`config.mk`:
```
export PLATFORM = sky130hd
export DESIGN_NAME = sdats_top
export DESIGN_NICKNAME = d
export VERILOG_FILES = /design/src/hw/sdats_pkg.sv /design/src/hw/sdats_cmd_if.sv /design/src/hw/sdats_top.sv /design/src/hw/sdats_cmd_engine.sv
export SDC_FILE = /design/constraint.sdc
export NUM_CORES = 1
export LEC_CHECK = 0
export BUFFER_PORTS_ARGS = -buffer_cell sky130_fd_sc_hd__buf_2
export CORE_MARGIN = 2
export CORE_UTILIZATION = 45
export CTS_CLUSTER_DIAMETER = 150
export CTS_CLUSTER_SIZE = 28
export DETAILED_ROUTE_END_ITERATION = 12
export MAX_ROUTING_LAYER = met4
export SYNTH_ARGS = -nofsm -noshare
export SYNTH_HDL_FRONTEND = slang
export SYNTH_SLANG_ARGS = --single-unit
export TNS_END_PERCENT = 20
```
`constraint.sdc`:
```
create_clock -name hclk -period 3.79 [get_ports hclk]
set_input_delay 0.758 -clock hclk [delete_from_list [all_inputs] [get_ports hclk]]
set_output_delay 0.758 -clock hclk [all_outputs]
set_load 0.1 [all_outputs]
```
`src/hw/sdats_pkg.sv`:
```
// Shared constants and types of the SD/MMC auto transfer sequencer
package sdats_pkg;
  // Register byte offsets
  localparam logic [7:0] A_CTRL   = 8'h00;
  localparam logic [7:0] A_RCA    = 8'h04;
  localparam logic [7:0] A_STATUS = 8'h08;
  localparam logic [7:0] A_LEN    = 8'h0c;
  localparam logic [7:0] A_ADDR   = 8'h10;
  localparam logic [31:0] RST_CTRL = 32'h0000_0000;
  localparam logic [15:0] RST_RCA  = 16'h0000;
  // Control field positions
  localparam int CTRL_CONTINUOUS_READ_HOLD = 0;
  localparam int CTRL_CONTINUOUS_WRITE_HOLD = 1;
  localparam int CTRL_LARGE   = 2;
  localparam int CTRL_STREAM  = 3;
  localparam int CTRL_EP_CONT = 4;
  localparam int CTRL_DEVOPT  = 8;
  localparam logic [2:0] LBA_DEVOPT = 3'h4;
  // Transfer commands on the DMA command interface
  localparam logic [2:0] OP_NEW_RD  = 3'h0;
  localparam logic [2:0] OP_CONTINUOUS_READ_HOLD = 3'h1;
  localparam logic [2:0] OP_NEW_WR  = 3'h2;
  localparam logic [2:0] OP_CONTINUOUS_WRITE_HOLD = 3'h3;
  localparam logic [2:0] OP_MAN_RD  = 3'h4;
  localparam logic [2:0] OP_MAN_WR  = 3'h5;
  // Card command indices
  localparam logic [5:0] CI_STOP     = 6'h0c;
  localparam logic [5:0] CI_APP      = 6'h37;
  localparam logic [5:0] CI_ERASE    = 6'h17;
  localparam logic [5:0] CI_RD_MULTI = 6'h12;
  localparam logic [5:0] CI_WR_MULTI = 6'h19;
  localparam logic [31:0] RSP_ERR_MASK = 32'hfff8_0000;
  // Link framing and timing counts
  localparam logic [7:0] FRAME_BITS  = 8'h30;
  localparam logic [7:0] RSP_TIMEOUT = 8'h40;
  localparam logic [4:0] TAIL_BITS   = 5'h11;
  localparam int HOLD_TIME_US  = 1000;
  localparam int CLK_PERIOD_PS = 8000;
  localparam int HOLD_CYCLES   = HOLD_TIME_US * 1000000 / CLK_PERIOD_PS;
  localparam logic [2:0] HSIZE_WORD = 3'h2;
  // Sequencer states
  typedef enum logic [3:0] {
    S_IDLE, S_STOP, S_APP, S_ERASE, S_MULTI, S_KICK, S_XFER, S_HOLD
  } sdats_state_e;
endpackage : sdats_pkg

```
`src/hw/sdats_cmd_if.sv`:
```
// Card command request and answer between sequencer and command engine
`timescale 1ns/1ps
interface sdats_cmd_if;
  logic        req;
  logic [5:0]  index;
  logic [31:0] arg;
  logic        rsp;
  logic        done;
  logic        err;
  logic        rise;
  modport seq (output req, index, arg, rsp, input done, err, rise);
  modport eng (input req, index, arg, rsp, output done, err, rise);
endinterface : sdats_cmd_if

```
`src/hw/sdats_top.sv`:
```
// SD/MMC auto transfer sequencer: DMA command handling, card command flow
//
// Our own choices: the register addresses and the AHB-Lite register port.
`timescale 1ns/1ps
module sdats_top #(
  parameter int unsigned HOLD_CYCLES = sdats_pkg::HOLD_CYCLES
) (
  // Clock and reset
  input  wire logic        hclk,
  input  wire logic        hresetn,
  // AHB-Lite slave
  input  wire logic        hsel,
  input  wire logic [31:0] haddr,
  input  wire logic [1:0]  htrans,
  input  wire logic        hwrite,
  input  wire logic [2:0]  hsize,
  input  wire logic [31:0] hwdata,
  input  wire logic        hready,
  output logic             hreadyout,
  output logic             hresp,
  output logic [31:0]      hrdata,
  // DMA command interface
  input  wire logic        cmd_valid,
  output logic             cmd_ack,
  input  wire logic [31:0] start_addr,
  input  wire logic [31:0] xfer_len,
  input  wire logic [2:0]  block_size,
  input  wire logic [2:0]  cmd_op,
  input  wire logic        dev_sel,
  input  wire logic [3:0]  dev_id,
  output logic             fmc_err,
  // DMA data movement
  output logic             dma_ready,
  input  wire logic        byte_strobe,
  input  wire logic        dma_done,
  // Card link
  input  wire logic        card_clk,
  output logic             card_clk_en,
  input  wire logic        cmd_in,
  output logic             cmd_out,
  output logic             cmd_oe_n
);
  // Hold limit in clock cycles, cut to the counter width on purpose
  localparam logic [16:0] HOLD_LIM = 17'(HOLD_CYCLES - 1);

  // Bus side registers
  logic [31:0]             ctrl, next_ctrl;
  logic [15:0]             rca, next_rca;
  logic                    wr_pend, next_wr_pend;
  logic [7:0]              wr_addr, next_wr_addr;
  logic [31:0]             next_hrdata;
  logic                    ap_valid;
  // Sequencer state
  sdats_pkg::sdats_state_e state, next_state;
  logic [2:0]              op_q, next_op_q;
  logic [31:0]             maddr, next_maddr;
  logic [31:0]             len_cnt, next_len_cnt;
  logic [31:0]             req_len, next_req_len;
  logic                    pend, next_pend;
  logic                    txn_rd, next_txn_rd;
  logic                    issued, next_issued;
  logic [16:0]             hold_cnt, next_hold_cnt;
  logic [7:0]              info, next_info;
  logic                    next_fmc_err;
  logic                    next_clk_en;
  // Decoded conditions
  logic                    lba;
  logic                    stream_cont;
  logic                    cont_match;
  logic                    cmd_take;
  logic                    man_op;
  logic                    cmd_phase;

  // Command engine link
  sdats_cmd_if cmd_bus ();

  // True for both write commands and the manual write
  function automatic logic op_wr(input logic [2:0] op);
    return (op == sdats_pkg::OP_NEW_WR) || (op == sdats_pkg::OP_CONTINUOUS_WRITE_HOLD) ||
           (op == sdats_pkg::OP_MAN_WR);
  endfunction : op_wr

  // Manual commands skip card commands; firmware has prepared the card
  function automatic logic op_man(input logic [2:0] op);
    return (op == sdats_pkg::OP_MAN_RD) || (op == sdats_pkg::OP_MAN_WR);
  endfunction : op_man

  // Blocks of 512 bytes to bytes; upper bits fall off the 32-bit word
  function automatic logic [31:0] blk_bytes(input logic [31:0] n);
    return {n[22:0], 9'h000};
  endfunction : blk_bytes

  // First state of a fresh transfer
  function automatic sdats_pkg::sdats_state_e first_state(input logic [2:0] op);
    if (op_man(op)) begin
      return sdats_pkg::S_KICK;
    end else if (op_wr(op)) begin
      return sdats_pkg::S_APP;
    end else begin
      return sdats_pkg::S_MULTI;
    end
  endfunction : first_state

  // Zero-wait slave: a word transfer is taken in its address phase
  assign ap_valid  = hsel & htrans[1] & hready & (hsize == sdats_pkg::HSIZE_WORD);
  assign hreadyout = 1'b1;
  assign hresp     = 1'b0;

  // Addressing mode from the device option field or the large-media flag
  assign lba         = ctrl[sdats_pkg::CTRL_LARGE] |
                       (ctrl[sdats_pkg::CTRL_DEVOPT +: 3] == sdats_pkg::LBA_DEVOPT);
  assign stream_cont = ctrl[sdats_pkg::CTRL_STREAM] & ctrl[sdats_pkg::CTRL_EP_CONT];
  assign cont_match  = txn_rd ? (cmd_op == sdats_pkg::OP_CONTINUOUS_READ_HOLD) :
                                (cmd_op == sdats_pkg::OP_CONTINUOUS_WRITE_HOLD);
  assign man_op      = op_man(cmd_op);
  // Commands wait while a card command or a counted block is under way
  assign cmd_take    = cmd_valid & ((state == sdats_pkg::S_IDLE) |
                                    (state == sdats_pkg::S_HOLD) |
                                    ((state == sdats_pkg::S_XFER) & stream_cont));
  assign cmd_ack     = cmd_take;
  assign dma_ready   = (state == sdats_pkg::S_XFER);
  assign cmd_phase   = (state == sdats_pkg::S_STOP) | (state == sdats_pkg::S_APP) |
                       (state == sdats_pkg::S_ERASE) | (state == sdats_pkg::S_MULTI);

  // One request per command state; the flag drops with the answer
  assign cmd_bus.req = cmd_phase & ~issued;
  assign cmd_bus.rsp = 1'b1;

  // Command index and argument for the current state
  always_comb begin
    cmd_bus.index = sdats_pkg::CI_STOP;
    cmd_bus.arg   = 32'h0000_0000;
    case (state)
      sdats_pkg::S_APP: begin
        cmd_bus.index = sdats_pkg::CI_APP;
        cmd_bus.arg   = {rca, 16'h0000};
      end
      sdats_pkg::S_ERASE: begin
        cmd_bus.index = sdats_pkg::CI_ERASE;
        cmd_bus.arg   = req_len;
      end
      sdats_pkg::S_MULTI: begin
        cmd_bus.index = txn_rd ? sdats_pkg::CI_RD_MULTI : sdats_pkg::CI_WR_MULTI;
        cmd_bus.arg   = maddr;
      end
      default: begin
        cmd_bus.arg = 32'h0000_0000;
      end
    endcase
  end

  // Register writes land in the data phase; reads are latched in the address phase
  always_comb begin
    next_ctrl    = ctrl;
    next_rca     = rca;
    next_wr_pend = ap_valid & hwrite;
    next_wr_addr = ap_valid ? haddr[7:0] : wr_addr;
    next_hrdata  = hrdata;
    if (wr_pend) begin
      if (wr_addr == sdats_pkg::A_CTRL) begin
        next_ctrl = hwdata;
      end else if (wr_addr == sdats_pkg::A_RCA) begin
        next_rca = hwdata[15:0];
      end
    end
    if (ap_valid && !hwrite) begin
      if (haddr[7:0] == sdats_pkg::A_CTRL) begin
        next_hrdata = ctrl;
      end else if (haddr[7:0] == sdats_pkg::A_RCA) begin
        next_hrdata = {16'h0000, rca};
      end else if (haddr[7:0] == sdats_pkg::A_STATUS) begin
        next_hrdata = {19'h0_0000, info, fmc_err, state};
      end else if (haddr[7:0] == sdats_pkg::A_LEN) begin
        next_hrdata = len_cnt;
      end else if (haddr[7:0] == sdats_pkg::A_ADDR) begin
        next_hrdata = maddr;
      end else begin
        next_hrdata = 32'h0000_0000;
      end
    end
  end

  // Bus side registers
  always_ff @(posedge hclk or negedge hresetn) begin
    if (!hresetn) begin
      ctrl    <= sdats_pkg::RST_CTRL;
      rca     <= sdats_pkg::RST_RCA;
      wr_pend <= 1'b0;
      wr_addr <= 8'h00;
      hrdata  <= 32'h0000_0000;
    end else begin
      ctrl    <= next_ctrl;
      rca     <= next_rca;
      wr_pend <= next_wr_pend;
      wr_addr <= next_wr_addr;
      hrdata  <= next_hrdata;
    end
  end

  // Sequencer: command flow, byte counting and the idle hold timer
  always_comb begin
    next_state    = state;
    next_op_q     = op_q;
    next_maddr    = maddr;
    next_len_cnt  = len_cnt;
    next_req_len  = req_len;
    next_pend     = pend;
    next_txn_rd   = txn_rd;
    next_fmc_err  = fmc_err;
    next_info     = info;
    next_issued   = issued;
    next_hold_cnt = 17'h0_0000;
    if (cmd_bus.done) begin
      next_issued = 1'b0;
    end else if (cmd_bus.req) begin
      next_issued = 1'b1;
    end
    // A taken command fixes address, length and direction at once
    if (cmd_take) begin
      next_op_q    = cmd_op;
      next_maddr   = lba ? start_addr : blk_bytes(start_addr);
      next_req_len = xfer_len;
      next_len_cnt = man_op ? xfer_len : blk_bytes(xfer_len);
      next_txn_rd  = ~op_wr(cmd_op);
      next_fmc_err = 1'b0;
      next_info    = {dev_id, dev_sel, block_size};
    end
    if (cmd_bus.done && cmd_bus.err) begin
      // A bad answer never starts the data movement
      next_state   = sdats_pkg::S_IDLE;
      next_fmc_err = 1'b1;
      next_pend    = 1'b0;
    end else begin
      case (state)
        sdats_pkg::S_IDLE: begin
          if (cmd_take) begin
            next_state = first_state(cmd_op);
          end
        end
        sdats_pkg::S_STOP: begin
          if (cmd_bus.done && pend) begin
            next_state = first_state(op_q);
            next_pend  = 1'b0;
          end else if (cmd_bus.done) begin
            next_state = sdats_pkg::S_IDLE;
          end
        end
        sdats_pkg::S_APP: begin
          if (cmd_bus.done) begin
            next_state = ctrl[sdats_pkg::CTRL_CONTINUOUS_WRITE_HOLD] ? sdats_pkg::S_MULTI :
                                                         sdats_pkg::S_ERASE;
          end
        end
        sdats_pkg::S_ERASE: begin
          if (cmd_bus.done) begin
            next_state = sdats_pkg::S_MULTI;
          end
        end
        sdats_pkg::S_MULTI: begin
          if (cmd_bus.done) begin
            next_state = sdats_pkg::S_KICK;
          end
        end
        sdats_pkg::S_KICK: begin
          next_state = sdats_pkg::S_XFER;
        end
        sdats_pkg::S_XFER: begin
          if (byte_strobe && len_cnt != 32'h0000_0000 && !cmd_take) begin
            next_len_cnt = len_cnt - 32'h0000_0001;
            if (op_q == sdats_pkg::OP_NEW_WR) begin
              next_maddr = maddr + 32'h0000_0001;
            end
          end
          // Streaming with a continuous endpoint ends only on a new command
          if (cmd_take && !cont_match) begin
            next_state = sdats_pkg::S_STOP;
            next_pend  = 1'b1;
          end else if (dma_done && !stream_cont) begin
            if (op_man(op_q)) begin
              next_state = sdats_pkg::S_IDLE;
            end else if (txn_rd ? ctrl[sdats_pkg::CTRL_CONTINUOUS_READ_HOLD] :
                                  ctrl[sdats_pkg::CTRL_CONTINUOUS_WRITE_HOLD]) begin
              next_state = sdats_pkg::S_HOLD;
            end else begin
              next_state = sdats_pkg::S_STOP;
            end
          end
        end
        sdats_pkg::S_HOLD: begin
          next_hold_cnt = hold_cnt + 17'h0_0001;
          if (cmd_take && cont_match) begin
            next_state = sdats_pkg::S_XFER;
          end else if (cmd_take) begin
            next_state = sdats_pkg::S_STOP;
            next_pend  = 1'b1;
          end else if (hold_cnt == HOLD_LIM) begin
            next_state = sdats_pkg::S_STOP;
          end
        end
        default: begin
          next_state = sdats_pkg::S_IDLE;
        end
      endcase
    end
  end

  // Card clock runs for commands and, unless streaming, until the byte count is used up
  always_comb begin
    case (next_state)
      sdats_pkg::S_STOP, sdats_pkg::S_APP, sdats_pkg::S_ERASE, sdats_pkg::S_MULTI,
      sdats_pkg::S_KICK: begin
        next_clk_en = 1'b1;
      end
      sdats_pkg::S_XFER: begin
        next_clk_en = ctrl[sdats_pkg::CTRL_STREAM] | (next_len_cnt != 32'h0000_0000);
      end
      default: begin
        next_clk_en = 1'b0;
      end
    endcase
  end

  // Sequencer registers
  always_ff @(posedge hclk or negedge hresetn) begin
    if (!hresetn) begin
      state       <= sdats_pkg::S_IDLE;
      op_q        <= 3'h0;
      maddr       <= 32'h0000_0000;
      len_cnt     <= 32'h0000_0000;
      req_len     <= 32'h0000_0000;
      pend        <= 1'b0;
      txn_rd      <= 1'b1;
      issued      <= 1'b0;
      hold_cnt    <= 17'h0_0000;
      info        <= 8'h00;
      fmc_err     <= 1'b0;
      card_clk_en <= 1'b0;
    end else begin
      state       <= next_state;
      op_q        <= next_op_q;
      maddr       <= next_maddr;
      len_cnt     <= next_len_cnt;
      req_len     <= next_req_len;
      pend        <= next_pend;
      txn_rd      <= next_txn_rd;
      issued      <= next_issued;
      hold_cnt    <= next_hold_cnt;
      info        <= next_info;
      fmc_err     <= next_fmc_err;
      card_clk_en <= next_clk_en;
    end
  end

  // Serial command engine on the card command line
  sdats_cmd_engine eng_u (
    .hclk     (hclk),
    .hresetn  (hresetn),
    .cmd      (cmd_bus),
    .card_clk (card_clk),
    .cmd_in   (cmd_in),
    .cmd_out  (cmd_out),
    .cmd_oe_n (cmd_oe_n)
  );
endmodule : sdats_top

```
`src/hw/sdats_cmd_engine.sv`:
```
// Serial card command engine: frames commands and collects responses
`timescale 1ns/1ps
module sdats_cmd_engine (
  // Clock and reset
  input  wire logic   hclk,
  input  wire logic   hresetn,
  // Sequencer side
  sdats_cmd_if.eng    cmd,
  // Card command line
  input  wire logic   card_clk,
  input  wire logic   cmd_in,
  output logic        cmd_out,
  output logic        cmd_oe_n
);
  typedef enum logic [1:0] {E_IDLE, E_SEND, E_WAIT, E_RECV} sdats_eng_e;

  sdats_eng_e  state, next_state;
  logic [47:0] sh, next_sh;
  logic [7:0]  cnt, next_cnt;
  logic        next_out, next_oe_n, next_done, next_err;
  logic        clk_s1, clk_s2, clk_s3, cin_s1, cin_s2;
  logic        fall;
  logic [47:0] frame;

  function automatic logic [6:0] crc7(input logic [39:0] d);
    logic [6:0] c;
    logic       fb;
    c = 7'h00;
    for (int i = 39; i >= 0; i--) begin
      fb = d[i] ^ c[6];
      c  = {c[5:0], 1'b0} ^ (fb ? 7'h09 : 7'h00);
    end
    return c;
  endfunction : crc7

  // Edges found from the second and third stages, the first feeds nothing else
  assign cmd.rise = clk_s2 & ~clk_s3;
  assign fall     = ~clk_s2 & clk_s3;
  assign frame    = {sh[46:0], cin_s2};

  // Drive on falling edges so the card samples stable bits on rising ones
  always_comb begin
    next_state = state;
    next_sh    = sh;
    next_cnt   = cnt;
    next_out   = cmd_out;
    next_oe_n  = cmd_oe_n;
    next_done  = 1'b0;
    next_err   = 1'b0;
    case (state)
      E_IDLE: if (cmd.req) begin
        next_sh    = {2'b01, cmd.index, cmd.arg, crc7({2'b01, cmd.index, cmd.arg}), 1'b1};
        next_cnt   = 8'h00;
        next_state = E_SEND;
      end
      E_SEND: if (fall) begin
        if (cnt == sdats_pkg::FRAME_BITS) begin
          next_oe_n  = 1'b1;
          next_out   = 1'b1;
          next_cnt   = 8'h00;
          next_state = cmd.rsp ? E_WAIT : E_IDLE;
          next_done  = ~cmd.rsp;
        end else begin
          next_oe_n = 1'b0;
          next_out  = sh[47];
          next_sh   = {sh[46:0], 1'b0};
          next_cnt  = cnt + 8'h01;
        end
      end
      E_WAIT: if (cmd.rise) begin
        next_cnt = cnt + 8'h01;
        if (!cin_s2) begin
          next_sh    = 48'h0000_0000_0000;
          next_cnt   = 8'h01;
          next_state = E_RECV;
        end else if (cnt == sdats_pkg::RSP_TIMEOUT) begin
          next_done  = 1'b1;
          next_err   = 1'b1;
          next_state = E_IDLE;
        end
      end
      E_RECV: if (cmd.rise) begin
        next_sh  = frame;
        next_cnt = cnt + 8'h01;
        if (cnt == sdats_pkg::FRAME_BITS - 8'h01) begin
          // Missing end bit or any error bit fails the command
          next_done  = 1'b1;
          next_err   = ~frame[0] | (|(frame[39:8] & sdats_pkg::RSP_ERR_MASK));
          next_state = E_IDLE;
        end
      end
      default: next_state = E_IDLE;
    endcase
  end

  // Registers and synchronisers
  always_ff @(posedge hclk or negedge hresetn) begin
    if (!hresetn) begin
      state    <= E_IDLE;
      sh       <= 48'h0000_0000_0000;
      cnt      <= 8'h00;
      cmd_out  <= 1'b1;
      cmd_oe_n <= 1'b1;
      cmd.done <= 1'b0;
      cmd.err  <= 1'b0;
      clk_s1   <= 1'b0;
      clk_s2   <= 1'b0;
      clk_s3   <= 1'b0;
      cin_s1   <= 1'b1;
      cin_s2   <= 1'b1;
    end else begin
      state    <= next_state;
      sh       <= next_sh;
      cnt      <= next_cnt;
      cmd_out  <= next_out;
      cmd_oe_n <= next_oe_n;
      cmd.done <= next_done;
      cmd.err  <= next_err;
      clk_s1   <= card_clk;
      clk_s2   <= clk_s1;
      clk_s3   <= clk_s2;
      cin_s1   <= cmd_in;
      cin_s2   <= cin_s1;
    end
  end
endmodule : sdats_cmd_engine

```
==> summary.txt, run 1 <==
Critical path
  • RR Startpoint: state[0]
  • Crit path cell chain: buf_12, nor3b_2, a21oi_1, o32a_1, xnor3_2, xor2_2, xnor2_1, xor3_1, or3_1, nand3_1
  • Critical path arrival: 4070 ps
  • Type of the worst setup path: register to register
  • WP data required: 4240 ps
  • Reg2reg setup slack: 170 ps
  • RR Endpoint: eng_u.sh[3]
  • CP max stage delay: 500 ps
  • Bufs and invs on worst path: 1
  • CP Max Fanout: 26
  • Family with the most delay on the worst path: XOR/XNOR gates
  • CP Launch Type: register
  • Critical Path Sink Type: register
  • Slowest cell on crit path: dfrtp_1
  • Worst Reg2Reg Path Length in Cells: 10

Layout
  • Footprint of the multi-input gates: 8210 um^2
  • Most common cell after layout, fill and taps aside: nand2_1
  • Final instance area: 18,100 um^2
  • FF/Latch Area: 7240 um^2
  • Nets@finish: 2,057
  • Inserted Diodes: 0
  • Finished Layout Cells: 2,363
  • Share of cells above drive strength 1: 0.204
  • Most frequent cells in the layout: 337 x nand2_1, 283 x dfrtp_1, 164 x buf_2
  • Area delta synth->final: 13.3%
  • Fillcell total: 3,415

Route
  • Met2 wire len: 24,500 um
  • DR top layer: met4
  • WL met1: 25,200 um
  • Drt drc: 0
  • Drt initial violations: 1,521
  • Vias: 14,300
  • Router iterations before antenna repair: 9
  • Routed Antenna Nets: 0
  • Routed len/inst: 23.5 um
  • WL met3: 4170 um
  • WL final: 55,600 um
  • Vias per std cell: 6.04

Yosys
  • Syn Std Cell Area: 16,000 um^2
  • Number of synthesized flops with an enable pin: 0
  • Top cell type's share of synthesized area: 0.444
  • Syn avg cell area: 9.14 um^2
  • Sequential share of the synthesized area: 0.452
  • Top cells by area, synth: dfrtp_1 44%, nand2_1 7.9%, mux2_2 4.4%, a21oi_1 3.3%, nor2_1 3.3%
  • #FFs+latches synth: 289
  • Ys Warns: 0
  • Post-synthesis cell type count: 102
  • Top_reg_cell synth: dfrtp_1
  • Area leader, netlist: dfrtp_1
  • Mapped Cells: 1,752
  • Post-synth ARST share: 1.00

Timing
  • Slew headroom: 0.315
  • Fin. Hold Viols: 0
  • Tcrit/Tclk final: 0.955
  • Slew Viols, Final: 0
  • Fin Clk Skew: 35.5 ps
  • Fin crit period: 3620 ps
  • Final setup viols: 0
  • Post-route setup slack: 169 ps
  • RSZ-0062 raised after global routing: no
  • Setup tns final: 0 ps
  • Worst Tran Pin Value: 1020 ps
  • Max Clock Freq: 276 MHz

GRT
  • Global route overflow: 0
  • Global-route wire length before repair: 84,500 um
  • Initial antenna violation count: 1
  • Vias in the first global route: 13,600
  • GRT Overall Usage: 0.311
  • Largest net degree at the start of global routing: 97

Pwr
  • Switching power: 3.20 mW
  • Sequential power share: 0.493
  • Peak VDD IR: 0.000356 V
  • Power per cell area: 461 nW/um^2
  • Clock network power share: 0.216
  • Comb power frac: 0.292
  • Static leakage: 7.98 nW
  • Int Pwr: 5.16 mW
  • Net Sw Frac: 0.383

Flow run
  • Max Cap Viol: 0

Floorplanning
  • # rows: 69
  • Initial core utilization: 0.453
  • Die height: 193 um
  • Die area: 37,100 um^2
  • Chip Width: 193 um
  • I/O pin count: 194
  • Core Box Area: 35,300 um^2

Place
  • I/O Buffers: 166
  • Detailed placement HPWL: 42,700 um
  • Placed cells: 2,340
  • Dpl cell area: 17,700 um^2
  • Dpl ws: 207 ps
  • Final Wtd Congestion: 1.01

Min path
  • HP Class: primary input to asynchronous set/reset pin

Run status
  • Status: finished, final reports clean

Clock network
  • Clock buffer depth: 3
  • Clk slew on worst S/H paths: 120 ps
  • Total CTS buffers: 14
  • Clk Latency, worst-skew pair: 520 ps
  • H-Tree Depth: 1
  • Sinks on Clock Net: 289
  • TritonCTS clock tree: built
  • Root Buffer: clkbuf_16
[worst max path at each step]
stage	startpoint	to	slack, ps	cells after the start
4_1_cts	state[2]	cmd_ack	130	8
5_1_grt	state[0]	eng_u.sh[5]	4	11
3_3_place_gp	byte_strobe	card_clk_en	220	10
6_report	state[0]	eng_u.sh[3]	170	10
2_1_floorplan	state[1]	cmd_ack	240	11
3_5_place_dp	byte_strobe	card_clk_en	210	11
[sequential cells by signal, indices dropped and copies added, names as in the netlist, 3 cells and up]
signal / cells
op_q: 3
rca: 16
wr_addr: 8
maddr: 32
hold_cnt: 17
info: 8
eng_u.cnt: 8
ctrl: 32
req_len: 32
hrdata: 32
len_cnt: 32
eng_u.sh: 48
state: 4
[layer usage]
| layer | track usage | vias up |
|---|---|---|
| met2 | 0.462 | 569 |
| met4 | 0.0849 | 0 |
| met3 | 0.0367 | 80 |
| met1 | 0.451 | 7068 |
| li1 | - | 6562 |
| met5 | - | - |
[cell usage after synthesis (9+ instances only)]
library cell  number
o21ai_0           96
a22oi_1           55
a311oi_1          17
and3_1            29
mux2_2            63
a31oi_1           31
nor3_1            36
nand2_1          338
a222oi_1          28
mux2i_1           19
dfrtp_1          284
nand2b_1           9
clkbuf_1          81
a21oi_1          106
xor2_1            26
inv_1             24
nand3_1           47
or3_1             14
buf_2             10
nor2_1           140
buf_1             15
nor4_1            14
nand4_1           16
a211oi_1          13
xnor2_1           51
[through the flow]
| stage | total power [mW] | utilization | hold WS [ps] |
|---|---|---|---|
| after floorplan | 5.59 | - | 331 |
| after global placement | 6.56 | 0.501 | 344 |
| after detailed placement | 6.59 | 0.501 | 346 |
| after CTS | 8.39 | 0.513 | 304 |
| after global routing | 8.79 | 0.514 | 315 |
| final | 8.36 | 0.514 | 271 |
[logic make-up (layout without fill, tap and decap cells)]
group | after synthesis | in the layout | share of synthesized area
adders and majority gates | 6 | 6 | 0.00469
xor gates and xnor gates | 88 | 88 | 0.0566
muxes | 82 | 82 | 0.0562
buffers and inverters | 144 | 293 | 0.0408
DFF | 289 | 289 | 0.452
AOI/OAI and AO/OA | 417 | 417 | 0.172
and+or+nand+nor | 724 | 724 | 0.217
other | 2 | 3 | 0.000469
[power groups by stage]
stage,clock network [mW],logic [mW],registers (mW)
finish,1.80,2.44,4.12
global route,1.95,2.66,4.18
CTS,1.86,2.42,4.11
detailed placement,0,2.41,4.17
global placement,0,2.39,4.16
floorplan,0,1.47,4.12
[repair_timing]
item / in CTS / in global routing
hold buffers: 0 / 0
buffers inserted: 0 / 2
gates resized for setup: 0 / 7
endpoints found under the setup margin: 0 / 3
[cell type report]
cell class,instances,area share
clock buffers,20,0.0217
clock inverters,1,0.00110
inverters,25,0.00531
multi-input cells,1320,0.453
flip-flops and latches,289,0.399
well taps,461,0.0318
repair buffers,247,0.0885
Power figures use the tool's default switching activity.
==> run 2, diff against run 1 <==
Settings changed: CORE_UTILIZATION 45 to 55, PLACE_DENSITY set to 0.76, REMOVE_ABC_BUFFERS set to 1.
==> summary.txt, run 2 (synthesized netlist as in run 1, its figures left out) <==
Critical path
  • CP Max Fanout: 48 (+85%)
  • WP data required: 3030 ps (-1210 ps)
  • Type of the worst setup path: register to output port
  • Crit path cell chain: or3_1, o21ai_0, and2_1, nand2_2, inv_4, buf_4, buf_12, buf_12
  • CP max stage delay: 480 ps (-20 ps)
  • Slowest cell on crit path: dfrtp_1
  • CP Launch Type: register
  • Critical path arrival: 2870 ps (-1200 ps)
  • Most used cell, CP: buf_12
  • Reg2reg setup slack: 230 ps (+60 ps)
  • Critical Path Sink Type: output port

Place
  • I/O Buffers: 166 (unchanged)
  • Placed cells: 2,276 (-2.7%)
  • Final Wtd Congestion: 0.967 (-3.8%)
  • Detailed placement HPWL: 40,900 um (-4.3%)

Timing
  • Max Clock Freq: 275 MHz (-0.28%)
  • Fin Clk Skew: 31.6 ps (-3.88 ps)
  • RSZ-0062 raised after global routing: no
  • Fin crit period: 3630 ps (+10.3 ps)
  • Setup tns final: 0 ps (unchanged)
  • Slew Viols, Final: 0 (unchanged)
  • Slew headroom: 0.194 (-0.121)
  • Tcrit/Tclk final: 0.958 (+0.00272)
  • Fin. Hold Viols: 0 (unchanged)
  • Final setup viols: 0 (unchanged)
  • Worst Tran Pin Value: 1210 ps (+184 ps)

Route
  • Routed len/inst: 23.4 um (-0.52%)
  • Vias: 14,600 (+2.5%)
  • Router iterations before antenna repair: 8 (-1)
  • Drt initial violations: 1,879 (+24%)
  • WL final: 53,900 um (-3.1%)
  • Drt drc: 0 (unchanged)
  • Routed Antenna Nets: 0 (unchanged)
  • Vias per std cell: 6.36 (+5.3%)

Floorplanning
  • Chip Width: 175 um (-9.4%)
  • I/O pin count: 194 (unchanged)
  • # rows: 62 (-10%)
  • Die area: 30,500 um^2 (-18%)
  • Core Box Area: 28,700 um^2 (-19%)
  • Initial core utilization: 0.558 (+0.104)
  • Die height: 175 um (-9.4%)

Pwr
  • Net Sw Frac: 0.379 (-0.00405)
  • Tot Pwr: 8.30 mW (-0.76%)
  • Switching power: 3.14 mW (-1.8%)
  • Clock network power share: 0.216 (about the same)
  • Peak VDD IR: 0.000304 V (-15%)
  • Static leakage: 8.02 nW (+0.54%)
  • Sequential power share: 0.500 (+0.007)
  • Power per cell area: 458 nW/um^2 (-0.63%)
  • Int Pwr: 5.15 mW (-0.10%)
  • Comb power frac: 0.284 (-0.008)

Layout
  • Share of cells above drive strength 1: 0.205 (+0.00144)
  • Nets@finish: 2,068 (+0.53%)
  • Most common cell after layout, fill and taps aside: nand2_1
  • Most frequent cells in the layout: 337 x nand2_1, 283 x dfrtp_1, 164 x buf_2
  • Final Util: 0.631 (+0.118)
  • Top reg by flops: eng_u.sh
  • Max FFs per register: 48 (unchanged)
  • Area delta synth->final: 13.2%
  • Finished Layout Cells: 2,301 (-2.6%)

GRT
  • Largest net degree at the start of global routing: 98 (+1.0%)
  • Global-route wire length before repair: 83,000 um (-1.9%)
  • Global route overflow: 0 (unchanged)
  • GRT Overall Usage: 0.364 (+0.0522)
  • Initial antenna violation count: 4 (+3)
  • Vias in the first global route: 14,000 (+2.9%)

Clock network
  • Clk slew on worst S/H paths: 110 ps (about the same)
  • Total CTS buffers: 14 (unchanged)
  • Clock buffer depth: 3 (unchanged)
  • Post-CTS setup buffer count: 0 (unchanged)
  • Sinks on Clock Net: 289 (unchanged)
  • Clk Latency, worst-skew pair: 510 ps (about the same)
  • TritonCTS clock tree: built
  • H-Tree Depth: 1 (unchanged)
  • Root Buffer: clkbuf_16

Flow run
  • Max Cap Viol: 0 (unchanged)

Min path
  • HP Class: primary input to asynchronous set/reset pin

Run status
  • Status: finished, final reports clean
==> run 2: cell types whose count changed in the layout (fill, tap and decap cells not counted), sizes merged <==
| cell | delta |
|---|---|
| buf | +11 |
| diode | +4 |
==> run 2: repair_timing <==
action	CTS	global route
setup endpoints to repair	1	3
gates resized for setup	1	4
hold buffers	0	0
cloned	0	0
==> run 2: path summary, 6_finish.rpt <==
check | startpoint | endpoint | cells past startpoint
setup / recovery | state[0] | cmd_ack | 8
hold / removal | hresetn | ctrl[5] | 1
setup reg to reg | state[2] | card_clk_en | 10
hold reg to reg | eng_u.cin_s1 | eng_u.cin_s2 | 0
max in group asynchronous | hresetn | eng_u.sh[10] | 2
min in group hclk | cmd_in | eng_u.cin_s1 | 1
==> run 2: power by group through the flow <==
stage                     registers, mW  logic, mW  clock network [mW]
final                              4.15       2.36                1.80
after global routing               4.20       2.56                1.92
after CTS                          4.13       2.33                1.81
after detailed placement           4.19       2.32                   0
after global placement             4.17       2.27                   0
after floorplan                    4.26       1.23                   0
==> run 2: critical path, delay by kind of cell, from the launching register on <==
kind	cells	cell delay [ps]
AOI/OAI and AO/OA	1	70
DFF	1	480
buffers and inverters	4	980
and+or+nand+nor	3	790
==> run 2: area by class of cell <==
| type | count | area (um^2) |
|---|---|---|
| Fill cell | 2492 | 10600 |
| Multi-Input combinational cell | 1320 | 8190 |
| Clock buffer | 20 | 394 |
| Inverter | 25 | 96.3 |
| Tap cell | 384 | 480 |
| Sequential cell | 289 | 7240 |
| Timing Repair Buffer | 258 | 1700 |
| Antenna cell | 4 | 10.0 |
| Clock inverter | 1 | 20.0 |
==> run 2: per-layer routing <==
layer | vias up | GRT usage | wire length (um) | share of wire
met3 | 93 | 0.0466 | 4290 | 0.080
met1 | 7233 | 0.517 | 23300 | 0.43
met5 | - | - | 0 | 0
li1 | 6587 | - | - | -
met2 | 724 | 0.547 | 24400 | 0.45
met4 | 0 | 0.115 | 1960 | 0.036
==> run 2: per-stage QoR <==
step                      instance area (um^2)  setup WS (ps)  hold WS [ps]
after floorplan                          15500          -3300           331
after global placement                   17700            201           332
after detailed placement                 17700            180           336
after CTS                                18100           65.3           221
after global routing                     18100           1.10           247
final                                    18100            159           206
